--- config.mk ---
export PLATFORM = sky130hd
export DESIGN_NAME = holding_brake_sequencer
export DESIGN_NICKNAME = d
export VERILOG_FILES = /design/src/verilog/brake_pkg.sv /design/src/verilog/delay_timer.sv /design/src/verilog/holding_brake_sequencer.sv
export VERILOG_INCLUDE_DIRS = /design/src /design/src/verilog
export SDC_FILE = /design/constraint.sdc
export NUM_CORES = 1
export LEC_CHECK = 0
export BUFFER_PORTS_ARGS = -buffer_cell sky130_fd_sc_hd__buf_2
export CORE_AREA = 2 2 199 123
export CTS_CLUSTER_DIAMETER = 80
export CTS_CLUSTER_SIZE = 24
export DETAILED_ROUTE_END_ITERATION = 8
export DIE_AREA = 0 0 201 125
export PLACE_DENSITY = 0.69
export SYNTH_ARGS = -nofsm -noshare
export SYNTH_HDL_FRONTEND = slang
export SYNTH_SLANG_ARGS = --single-unit
--- constraint.sdc ---
create_clock -name clk_i -period 4.55 [get_ports clk_i]
set_input_delay 0.455 -clock clk_i [delete_from_list [all_inputs] [get_ports clk_i]]
set_output_delay 0.455 -clock clk_i [all_outputs]
set_load 0.005 [all_outputs]
--- src/verilog/brake_defs.svh ---
`ifndef BRAKE_DEFS_SVH
`define BRAKE_DEFS_SVH
// =====================================================================
// Register word indices
`define REG_CTRL        4'h0
`define REG_START_DLY   4'h1
`define REG_STOP_DLY    4'h2
`define REG_IDLE_TIME   4'h3
`define REG_SPEED_THR   4'h4
`define REG_STATUS      4'h5
`define REG_CMD_WIDTH   4
// =====================================================================
// Control register fields and register reset values
`define CTRL_ENABLE_BIT 0
`define CTRL_AUTO_BIT   1
`define CTRL_MASK       32'h0000_0003
`define CTRL_RESET      32'h0000_0000
`define DLY_RESET       32'h0000_0000
`define THR_RESET       32'h0000_0010
`endif

--- src/verilog/brake_pkg.sv ---
package brake_pkg;
    // =================================================================
    // Sequencer states
    typedef enum logic [2:0] {
        st_off      = 3'b000,
        st_run      = 3'b001,
        st_ramp     = 3'b010,
        st_stop_dly = 3'b011,
        st_idle     = 3'b100,
        st_park_dly = 3'b101,
        st_parked   = 3'b110,
        st_start_dly= 3'b111
    } seq_state_e;

    // Drive side outputs
    typedef struct packed {
        logic brake_release;
        logic power_enable;
        logic speed_zero;
        logic torque_zero;
        logic hold_position;
        logic move_go;
    } drive_cmd_s;
endpackage

--- src/verilog/delay_timer.sv ---
`timescale 1ns/10ps
`default_nettype none
// =====================================================================
// Down counter, zero load finishes at once
module delay_timer #(
    parameter int WIDTH = 32
) (
    input  wire logic             clk_i,
    input  wire logic             rst_i,
    input  wire logic             load_i,
    input  wire logic [WIDTH-1:0] value_i,
    output logic                  done_o
);
    logic [WIDTH-1:0] count;
    logic [WIDTH-1:0] next_count;
    logic             done;
    logic             next_done;

    if (WIDTH < 2) begin : g_width_check
        $error("delay_timer width too small");
    end

    always_comb begin
        next_count = count;
        next_done  = done;
        if (load_i) begin
            next_count = value_i;
            next_done  = (value_i == '0);
        end else if (count != '0) begin
            next_count = count - 1'b1;
            next_done  = (count == {{(WIDTH-1){1'b0}}, 1'b1});
        end
    end

    always_ff @(posedge clk_i) begin
        if (rst_i) begin
            count <= '0;
            done  <= 1'b0;
        end else begin
            count <= next_count;
            done  <= next_done;
        end
    end

    assign done_o = done;
endmodule // delay_timer
`default_nettype wire

--- src/verilog/holding_brake_sequencer.sv ---
// The register addresses and the Wishbone slave port were chosen for this implementation.
`timescale 1ns/10ps
`default_nettype none
`include "brake_defs.svh"
// Summary of operation
// - One output pin drives the holding brake
// - Enabled drive keeps brake released
// - Separate start and stop delay settings
// - Disable first forces speed setpoint zero, except when parked: straight to off
// - Near-zero speed engages brake, starts stop delay
// - Hold position; internal disable after delay
// - Automatic brake only in positioning mode
// - Time idle from move done to request
// - Idle timeout engages brake, starts stop delay
// - Automatic brake keeps enable and power stage
// - New request releases brake, enables torque; ignored during stop delay after idle
// - Start delay holds off positioning start
// - Stop delay after idle, holding position
// - After stop delay zero torque, stay enabled
module holding_brake_sequencer #(
    parameter int SPEED_W = 16
) (
    input  wire logic               clk_i,
    input  wire logic               rst_i,
    input  wire logic               wb_cyc_i,
    input  wire logic               wb_stb_i,
    input  wire logic               wb_we_i,
    input  wire logic [5:0]         wb_adr_i,
    input  wire logic [3:0]         wb_sel_i,
    input  wire logic [31:0]        wb_dat_i,
    output logic      [31:0]        wb_dat_o,
    output logic                    wb_ack_o,
    input  wire logic               enable_pin_i,
    input  wire logic               pos_mode_i,
    input  wire logic               pos_request_i,
    input  wire logic               move_done_i,
    input  wire logic [SPEED_W-1:0] speed_i,
    output logic                    brake_release_o,
    output logic                    power_enable_o,
    output logic                    speed_zero_o,
    output logic                    torque_zero_o,
    output logic                    hold_position_o,
    output logic                    move_go_o
);
    if (SPEED_W < 2 || SPEED_W > 32) begin : g_width_check
        $error("speed width out of range");
    end

    // =================================================================
    // Pin synchroniser
    logic [1:0] en_sync;
    logic [1:0] next_en_sync;
    logic       enable_req;

    always_comb begin
        next_en_sync = {en_sync[0], enable_pin_i};
    end

    always_ff @(posedge clk_i) begin
        if (rst_i) begin
            en_sync <= 2'b00;
        end else begin
            en_sync <= next_en_sync;
        end
    end

    // =================================================================
    // Wishbone registers
    logic [31:0] ctrl;
    logic [31:0] start_dly;
    logic [31:0] stop_dly;
    logic [31:0] idle_time;
    logic [31:0] speed_thr;
    logic [31:0] next_ctrl;
    logic [31:0] next_start_dly;
    logic [31:0] next_stop_dly;
    logic [31:0] next_idle_time;
    logic [31:0] next_speed_thr;
    logic [31:0] rd_data;
    logic [31:0] next_rd_data;
    logic        ack;
    logic        next_ack;
    logic        wr_en;
    logic [`REG_CMD_WIDTH-1:0] word_adr;
    brake_pkg::seq_state_e state;
    brake_pkg::seq_state_e next_state;
    brake_pkg::drive_cmd_s cmd;
    brake_pkg::drive_cmd_s next_cmd;

    function automatic logic [31:0] merge(input logic [31:0] old,
                                          input logic [31:0] data,
                                          input logic [3:0]  sel);
        logic [31:0] res;
        res = old;
        for (int i = 0; i < 4; i++) begin
            if (sel[i]) res[i*8 +: 8] = data[i*8 +: 8];
        end
        return res;
    endfunction

    assign word_adr   = wb_adr_i[5:2];
    assign wr_en      = wb_cyc_i && wb_stb_i && wb_we_i && !ack;
    assign enable_req = en_sync[1] && ctrl[`CTRL_ENABLE_BIT];

    always_comb begin
        next_ctrl      = ctrl;
        next_start_dly = start_dly;
        next_stop_dly  = stop_dly;
        next_idle_time = idle_time;
        next_speed_thr = speed_thr;
        next_ack       = wb_cyc_i && wb_stb_i && !ack;
        next_rd_data   = 32'h0000_0000;
        if (wr_en) begin
            unique case (word_adr)
                `REG_CTRL:      next_ctrl      = merge(ctrl, wb_dat_i, wb_sel_i) & `CTRL_MASK;
                `REG_START_DLY: next_start_dly = merge(start_dly, wb_dat_i, wb_sel_i);
                `REG_STOP_DLY:  next_stop_dly  = merge(stop_dly, wb_dat_i, wb_sel_i);
                `REG_IDLE_TIME: next_idle_time = merge(idle_time, wb_dat_i, wb_sel_i);
                `REG_SPEED_THR: next_speed_thr = merge(speed_thr, wb_dat_i, wb_sel_i);
                default:        next_ctrl      = ctrl;
            endcase
        end
        unique case (word_adr)
            `REG_CTRL:      next_rd_data = ctrl;
            `REG_START_DLY: next_rd_data = start_dly;
            `REG_STOP_DLY:  next_rd_data = stop_dly;
            `REG_IDLE_TIME: next_rd_data = idle_time;
            `REG_SPEED_THR: next_rd_data = speed_thr;
            `REG_STATUS:    next_rd_data = {22'h00_0000, en_sync[1], cmd, state};
            default:        next_rd_data = 32'h0000_0000;
        endcase
    end

    always_ff @(posedge clk_i) begin
        if (rst_i) begin
            ctrl      <= `CTRL_RESET;
            start_dly <= `DLY_RESET;
            stop_dly  <= `DLY_RESET;
            idle_time <= `DLY_RESET;
            speed_thr <= `THR_RESET;
            rd_data   <= 32'h0000_0000;
            ack       <= 1'b0;
        end else begin
            ctrl      <= next_ctrl;
            start_dly <= next_start_dly;
            stop_dly  <= next_stop_dly;
            idle_time <= next_idle_time;
            speed_thr <= next_speed_thr;
            rd_data   <= next_rd_data;
            ack       <= next_ack;
        end
    end

    assign wb_dat_o = rd_data;
    assign wb_ack_o = ack;

    // =================================================================
    // Speed magnitude test
    logic [SPEED_W-1:0] speed_mag;
    logic               near_zero;
    assign speed_mag = speed_i[SPEED_W-1] ? SPEED_W'(-speed_i) : speed_i;
    assign near_zero = 32'(speed_mag) < speed_thr;

    // =================================================================
    // Timer
    logic        tmr_load;
    logic [31:0] tmr_value;
    logic        tmr_done;

    delay_timer #(.WIDTH(32)) u_timer (
        .clk_i   (clk_i),
        .rst_i   (rst_i),
        .load_i  (tmr_load),
        .value_i (tmr_value),
        .done_o  (tmr_done)
    );

    // =================================================================
    // Sequencer
    logic auto_on;
    assign auto_on = ctrl[`CTRL_AUTO_BIT] && pos_mode_i;

    always_comb begin
        next_state = state;
        tmr_load   = 1'b0;
        tmr_value  = 32'h0000_0000;
        unique case (state)
            brake_pkg::st_off: begin
                if (enable_req) begin
                    next_state = brake_pkg::st_run;
                end
            end
            brake_pkg::st_run: begin
                if (!enable_req) begin
                    next_state = brake_pkg::st_ramp;
                end else if (auto_on && move_done_i) begin
                    next_state = brake_pkg::st_idle;
                    tmr_load   = 1'b1;
                    tmr_value  = idle_time;
                end
            end
            brake_pkg::st_ramp: begin
                if (near_zero) begin
                    next_state = brake_pkg::st_stop_dly;
                    tmr_load   = 1'b1;
                    tmr_value  = stop_dly;
                end
            end
            brake_pkg::st_stop_dly: begin
                if (tmr_done && !tmr_load) begin
                    next_state = brake_pkg::st_off;
                end
            end
            brake_pkg::st_idle: begin
                if (!enable_req) begin
                    next_state = brake_pkg::st_ramp;
                end else if (pos_request_i || !auto_on) begin
                    next_state = brake_pkg::st_run;
                end else if (tmr_done) begin
                    next_state = brake_pkg::st_park_dly;
                    tmr_load   = 1'b1;
                    tmr_value  = stop_dly;
                end
            end
            brake_pkg::st_park_dly: begin
                if (!enable_req) begin
                    next_state = brake_pkg::st_stop_dly;
                end else if (tmr_done) begin
                    next_state = brake_pkg::st_parked;
                end
            end
            brake_pkg::st_parked: begin
                if (!enable_req) begin
                    next_state = brake_pkg::st_off;
                end else if (pos_request_i || !auto_on) begin
                    next_state = brake_pkg::st_start_dly;
                    tmr_load   = 1'b1;
                    tmr_value  = start_dly;
                end
            end
            brake_pkg::st_start_dly: begin
                if (!enable_req) begin
                    next_state = brake_pkg::st_ramp;
                end else if (tmr_done && !tmr_load) begin
                    next_state = brake_pkg::st_run;
                end
            end
        endcase
    end

    always_comb begin
        next_cmd = '0;
        unique case (next_state)
            brake_pkg::st_off: next_cmd = '0;
            brake_pkg::st_run: begin
                next_cmd.brake_release = 1'b1;
                next_cmd.power_enable  = 1'b1;
                next_cmd.move_go       = 1'b1;
            end
            brake_pkg::st_ramp: begin
                next_cmd.brake_release = 1'b1;
                next_cmd.power_enable  = 1'b1;
                next_cmd.speed_zero    = 1'b1;
            end
            brake_pkg::st_stop_dly: begin
                next_cmd.power_enable  = 1'b1;
                next_cmd.speed_zero    = 1'b1;
                next_cmd.hold_position = 1'b1;
            end
            brake_pkg::st_idle: begin
                next_cmd.brake_release = 1'b1;
                next_cmd.power_enable  = 1'b1;
                next_cmd.hold_position = 1'b1;
            end
            brake_pkg::st_park_dly: begin
                next_cmd.power_enable  = 1'b1;
                next_cmd.hold_position = 1'b1;
            end
            brake_pkg::st_parked: begin
                next_cmd.power_enable  = 1'b1;
                next_cmd.torque_zero   = 1'b1;
            end
            brake_pkg::st_start_dly: begin
                next_cmd.brake_release = 1'b1;
                next_cmd.power_enable  = 1'b1;
                next_cmd.hold_position = 1'b1;
            end
        endcase
    end

    always_ff @(posedge clk_i) begin
        if (rst_i) begin
            state <= brake_pkg::st_off;
            cmd   <= '0;
        end else begin
            state <= next_state;
            cmd   <= next_cmd;
        end
    end

    assign brake_release_o = cmd.brake_release;
    assign power_enable_o  = cmd.power_enable;
    assign speed_zero_o    = cmd.speed_zero;
    assign torque_zero_o   = cmd.torque_zero;
    assign hold_position_o = cmd.hold_position;
    assign move_go_o       = cmd.move_go;

    // =================================================================
    // Checks
    property p_release_in_run;
        @(posedge clk_i) disable iff (rst_i)
        state == brake_pkg::st_run |-> brake_release_o;
    endproperty
    a_release_in_run: assert property (p_release_in_run)
        else $error("brake not released while running");

    property p_ramp_on_disable;
        @(posedge clk_i) disable iff (rst_i)
        (state == brake_pkg::st_run && !enable_req) |=> speed_zero_o && power_enable_o;
    endproperty
    a_ramp_on_disable: assert property (p_ramp_on_disable)
        else $error("disable did not zero speed first");

    property p_engage_at_zero;
        @(posedge clk_i) disable iff (rst_i)
        (state == brake_pkg::st_ramp && near_zero) |=> !brake_release_o && hold_position_o;
    endproperty
    a_engage_at_zero: assert property (p_engage_at_zero)
        else $error("brake not engaged at zero speed");

    property p_power_during_stop;
        @(posedge clk_i) disable iff (rst_i)
        state == brake_pkg::st_stop_dly |-> power_enable_o;
    endproperty
    a_power_during_stop: assert property (p_power_during_stop)
        else $error("power dropped during stop delay");

    property p_auto_only_pos;
        @(posedge clk_i) disable iff (rst_i)
        (state == brake_pkg::st_idle && !pos_mode_i && enable_req) |=> state == brake_pkg::st_run;
    endproperty
    a_auto_only_pos: assert property (p_auto_only_pos)
        else $error("automatic brake outside positioning mode");

    property p_parked_enabled;
        @(posedge clk_i) disable iff (rst_i)
        state == brake_pkg::st_parked |-> power_enable_o && torque_zero_o && !brake_release_o;
    endproperty
    a_parked_enabled: assert property (p_parked_enabled)
        else $error("parked outputs wrong");

    property p_request_releases;
        @(posedge clk_i) disable iff (rst_i)
        (state == brake_pkg::st_parked && enable_req && pos_request_i)
            |=> brake_release_o && !torque_zero_o;
    endproperty
    a_request_releases: assert property (p_request_releases)
        else $error("request did not release brake");

    property p_no_go_in_start;
        @(posedge clk_i) disable iff (rst_i)
        state == brake_pkg::st_start_dly |-> !move_go_o;
    endproperty
    a_no_go_in_start: assert property (p_no_go_in_start)
        else $error("move started during start delay");

    property p_zero_delay;
        @(posedge clk_i) disable iff (rst_i)
        (state == brake_pkg::st_parked && $rose(state == brake_pkg::st_start_dly) == 1'b0
         && enable_req && pos_request_i && start_dly == 32'h0000_0000)
            |=> ##[1:2] state == brake_pkg::st_run;
    endproperty
    a_zero_delay: assert property (p_zero_delay)
        else $error("zero start delay not immediate");
endmodule // holding_brake_sequencer
`default_nettype wire
==> key figures <==
Floorplanning
  – Initial Util: 0.422
  – Core ar.: 0.0235 sq mm
  – FP Rows: 44
  – Die X: 201 um
  – Die area: 0.0251 sq mm
  – I/O pin total: 106
  – Die Height: 125 um

Setup path
  – Critical Path RT: 4.96 ns
  – Worst Path Max Fanout: 3
  – WS Path Type: in -> reg
  – RR Startpoint: state[1]$_SDFF_PP0_
  – Crit path DAT: 4.56 ns
  – Startpoint types: input pin
  – CP endpoint kind: flop
  – Reg-to-reg critical path endpoint: u_timer.done_o$_SDFFE_PP0P_
  – Worst Setup SP: speed_i[5]
  – Flop-to-flop setup slack: 1.30 ns
  – R2R cell count: 9

Routing
  – Total Wirelength: 32900 um
  – Routed Antenna Nets: 0
  – Residual DRC: 0
  – Vias after detailed routing: 10000
  – DR iter-0 viols: 1432
  – DRT Pass-1 Iters: 7
  – Drt wl/cell: 20.2 um
  – Vias per cell: 6.14

Global routing
  – GR met1 Demand/Resource: 0.407
  – GRT Max-Usage Layer: met1
  – Vias in the first global route: 8939
  – Initial antenna violation count: 0
  – M3 GR Usage: 0.0610
  – GRT overflow: 0
  – Pin count of the biggest net entering global routing: 78
  – First-pass GRT wire length: 51800 um
  – Grt met2 use: 0.339
  – Tot GR Track Use: 0.255

Synthesis
  – Synth top area share: 0.418
  – Sequential area share after synthesis: 0.418
  – Most used DFF post-synth: dfxtp_1
  – Synth async-reset ratio: 0
  – Post-synth EDFFs: 0
  – #FFs+latches synth: 207
  – Synth area leaders: dfxtp_1 (42%), a21oi_1 (8.9%), nand2_1 (8.1%)
  – Number of distinct library cells after synthesis: 63
  – Synthesized cell area: 0.00991 sq mm
  – Synth Area per Inst: 7.95 sq um
  – Count leader, synth: nand2_1
  – Yosys warns: 0
  – Synth top cells by count: nand2_1 (213), dfxtp_1 (207), a21oi_1 (177), nand3_1 (125), a22oi_1 (81)
  – Syn Nets: 1332
  – Dominant cell type by area after synthesis: dfxtp_1
  – Synth Instances: 1247

Power and ir drop
  – Power Dens Cells: 383 mW/mm^2
  – Worst VDD drop: 0.247 mV
  – Leakage: 3.86 nW

Timing
  – Worst Tran Pin Value: 1.11 ns
  – Final hold vios: 0
  – Final Setup Violations: 0
  – Setup TNS: 0 ns
  – PnR worst setup slack: 0.399 ns
  – Final Cycle Share: 0.912
  – RSZ-0062 raised after global routing: no
  – Fin crit period: 4.15 ns
  – Layout Skew: 0.0233 ns
  – Slew Limit Fails: 0
  – Hold Slack: 0.184 ns
  – FMAX: 0.241 GHz
  – Slew margin rel.: 0.263

Clocking
  – Worst-Skew Late Latency: 0.49 ns
  – Hold buffers post-CTS: 0
  – # clock sinks: 207
  – Clock-pin slew on the worst setup and hold paths: 0.10 ns
  – Post-CTS Setup Inserts: 0
  – Clock Tree Root: clkbuf_16
  – Post_cts resized: 0
  – Num CTS Buffers: 12
  – Clock Path Buffers: 3
  – H-tree depth: 1
  – CTS tree: done

Placement
  – Pre-CTS setup slack: -0.0821 ns
  – Port Buf Inserts: 103
  – Final HPWL DP: 23500 um
  – Placer Congestion: 0.917
  – Placed Cells incl. Taps: 1618

Worst hold path
  – Worst hold path stage count: 2
  – Hold_sp: enable_pin_i
  – WHS Endpoint: en_sync[0]$_SDFF_PP0_
  – Worst hold path type: in -> reg

Cells and area
  – Final Util: 0.474
  – Net count, final: 1395
  – Fill count: 2301
  – Share of layout cells above drive strength 1: 0.128
  – Area growth from synthesis to layout: 12.5%
  – Fin cells: 1633
  – Antenna diodes: 0
  – Flip-flop and latch area: 0.00414 sq mm
  – Multi-input gate area: 0.00533 sq mm

Run status
  – Status: complete, no violations

Job
  – Max-cap viol count: 0
[layer usage]
layer / share of wire / wire, um / up-vias
li1: - / - / 4673
met1: 0.47 / 15600 / 4746
met2: 0.39 / 12800 / 544
met3: 0.12 / 3870 / 62
met4: 0.021 / 682 / 0
met5: 0 / 0 / -
[cell type report]
cell class | count | area share
Tap cell | 322 | 0.0361
Clock buffer | 13 | 0.0292
Inverter | 26 | 0.00875
Clock inverter | 2 | 0.00337
Timing Repair Buffer | 137 | 0.0727
Sequential cell | 207 | 0.372
Multi-Input combinational cell | 926 | 0.478
[worst max-delay path by stage]
stage / slack [ns] / endpoint / cells after the start
floorplan: 0.42 / u_timer.done_o$_SDFFE_PP0P_ / 14
detailed placement: -0.08 / u_timer.done_o$_SDFFE_PP0P_ / 15
global route: 0.14 / u_timer.done_o$_SDFFE_PP0P_ / 15
CTS: 0.43 / u_timer.done_o$_SDFFE_PP0P_ / 15
global placement: 0.02 / u_timer.done_o$_SDFFE_PP0P_ / 15
finish: 0.40 / u_timer.done_o$_SDFFE_PP0P_ / 15
[layout by cell type, fill, tap and decap left out, types with 15 or more instances in the layout]
| master | n |
|---|---|
| a21oi_1 | 177 |
| inv_1 | 26 |
| nand2_1 | 213 |
| xnor2_1 | 22 |
| buf_2 | 102 |
| buf_4 | 32 |
| a22oi_1 | 81 |
| or3_1 | 15 |
| nor4_1 | 24 |
| a31oi_1 | 21 |
| nor3_1 | 20 |
| dfxtp_1 | 207 |
| nor2_1 | 42 |
| ha_1 | 18 |
| nand3_1 | 125 |
[critical path, cell delays in order]
cell	delay [ns]
buf_2	0.10
or4_1	0.56
nor4_1	0.28
nand2b_1	0.12
or2_2	0.30
o41ai_1	0.32
xnor2_1	0.12
ha_1	0.31
nand4_1	0.17
a211oi_1	0.21
a32oi_1	0.28
a21o_1	0.28
a221o_1	0.31
or4_1	0.52
a211oi_1	0.24
[logic make-up (layout without fill, tap and decap cells)]
group,Yosys count,in the layout,synth area share
simple gates,501,501,0.241
compound gates,369,369,0.237
flops,207,207,0.418
buf+inv,114,178,0.0470
xor+xnor,35,35,0.0309
fa+ha+maj,18,18,0.0227
mux,3,3,0.00303
[where the power goes]
| part | total, mW | switching [mW] | internal, mW |
|---|---|---|---|
| Sequential | 2.02 | 0.105 | 1.92 |
| Combinational | 1.05 | 0.606 | 0.441 |
| Clock | 1.20 | 0.630 | 0.574 |
[state kept, by name (all words and copies together), names as in the netlist]
signal	count
wb_ack_o	1
speed_zero_o	1
move_go_o	1
hold_position_o	1
speed_thr	32
power_enable_o	1
brake_release_o	1
state	3
en_sync	2
start_dly	32
u_timer.done_o	1
torque_zero_o	1
u_timer.count	32
wb_dat_o	32
stop_dly	32
idle_time	32
ctrl	2
[through the flow]
stage          power, mW  instance area [sq um]
3_5_place_dp        3.07                  10800
4_1_cts             4.26                  11100
5_1_grt             4.47                  11100
3_3_place_gp        3.05                  10800
2_1_floorplan       2.81                   9910
6_report            4.27                  11100
Note: power is estimated with default switching activity, not from simulation.
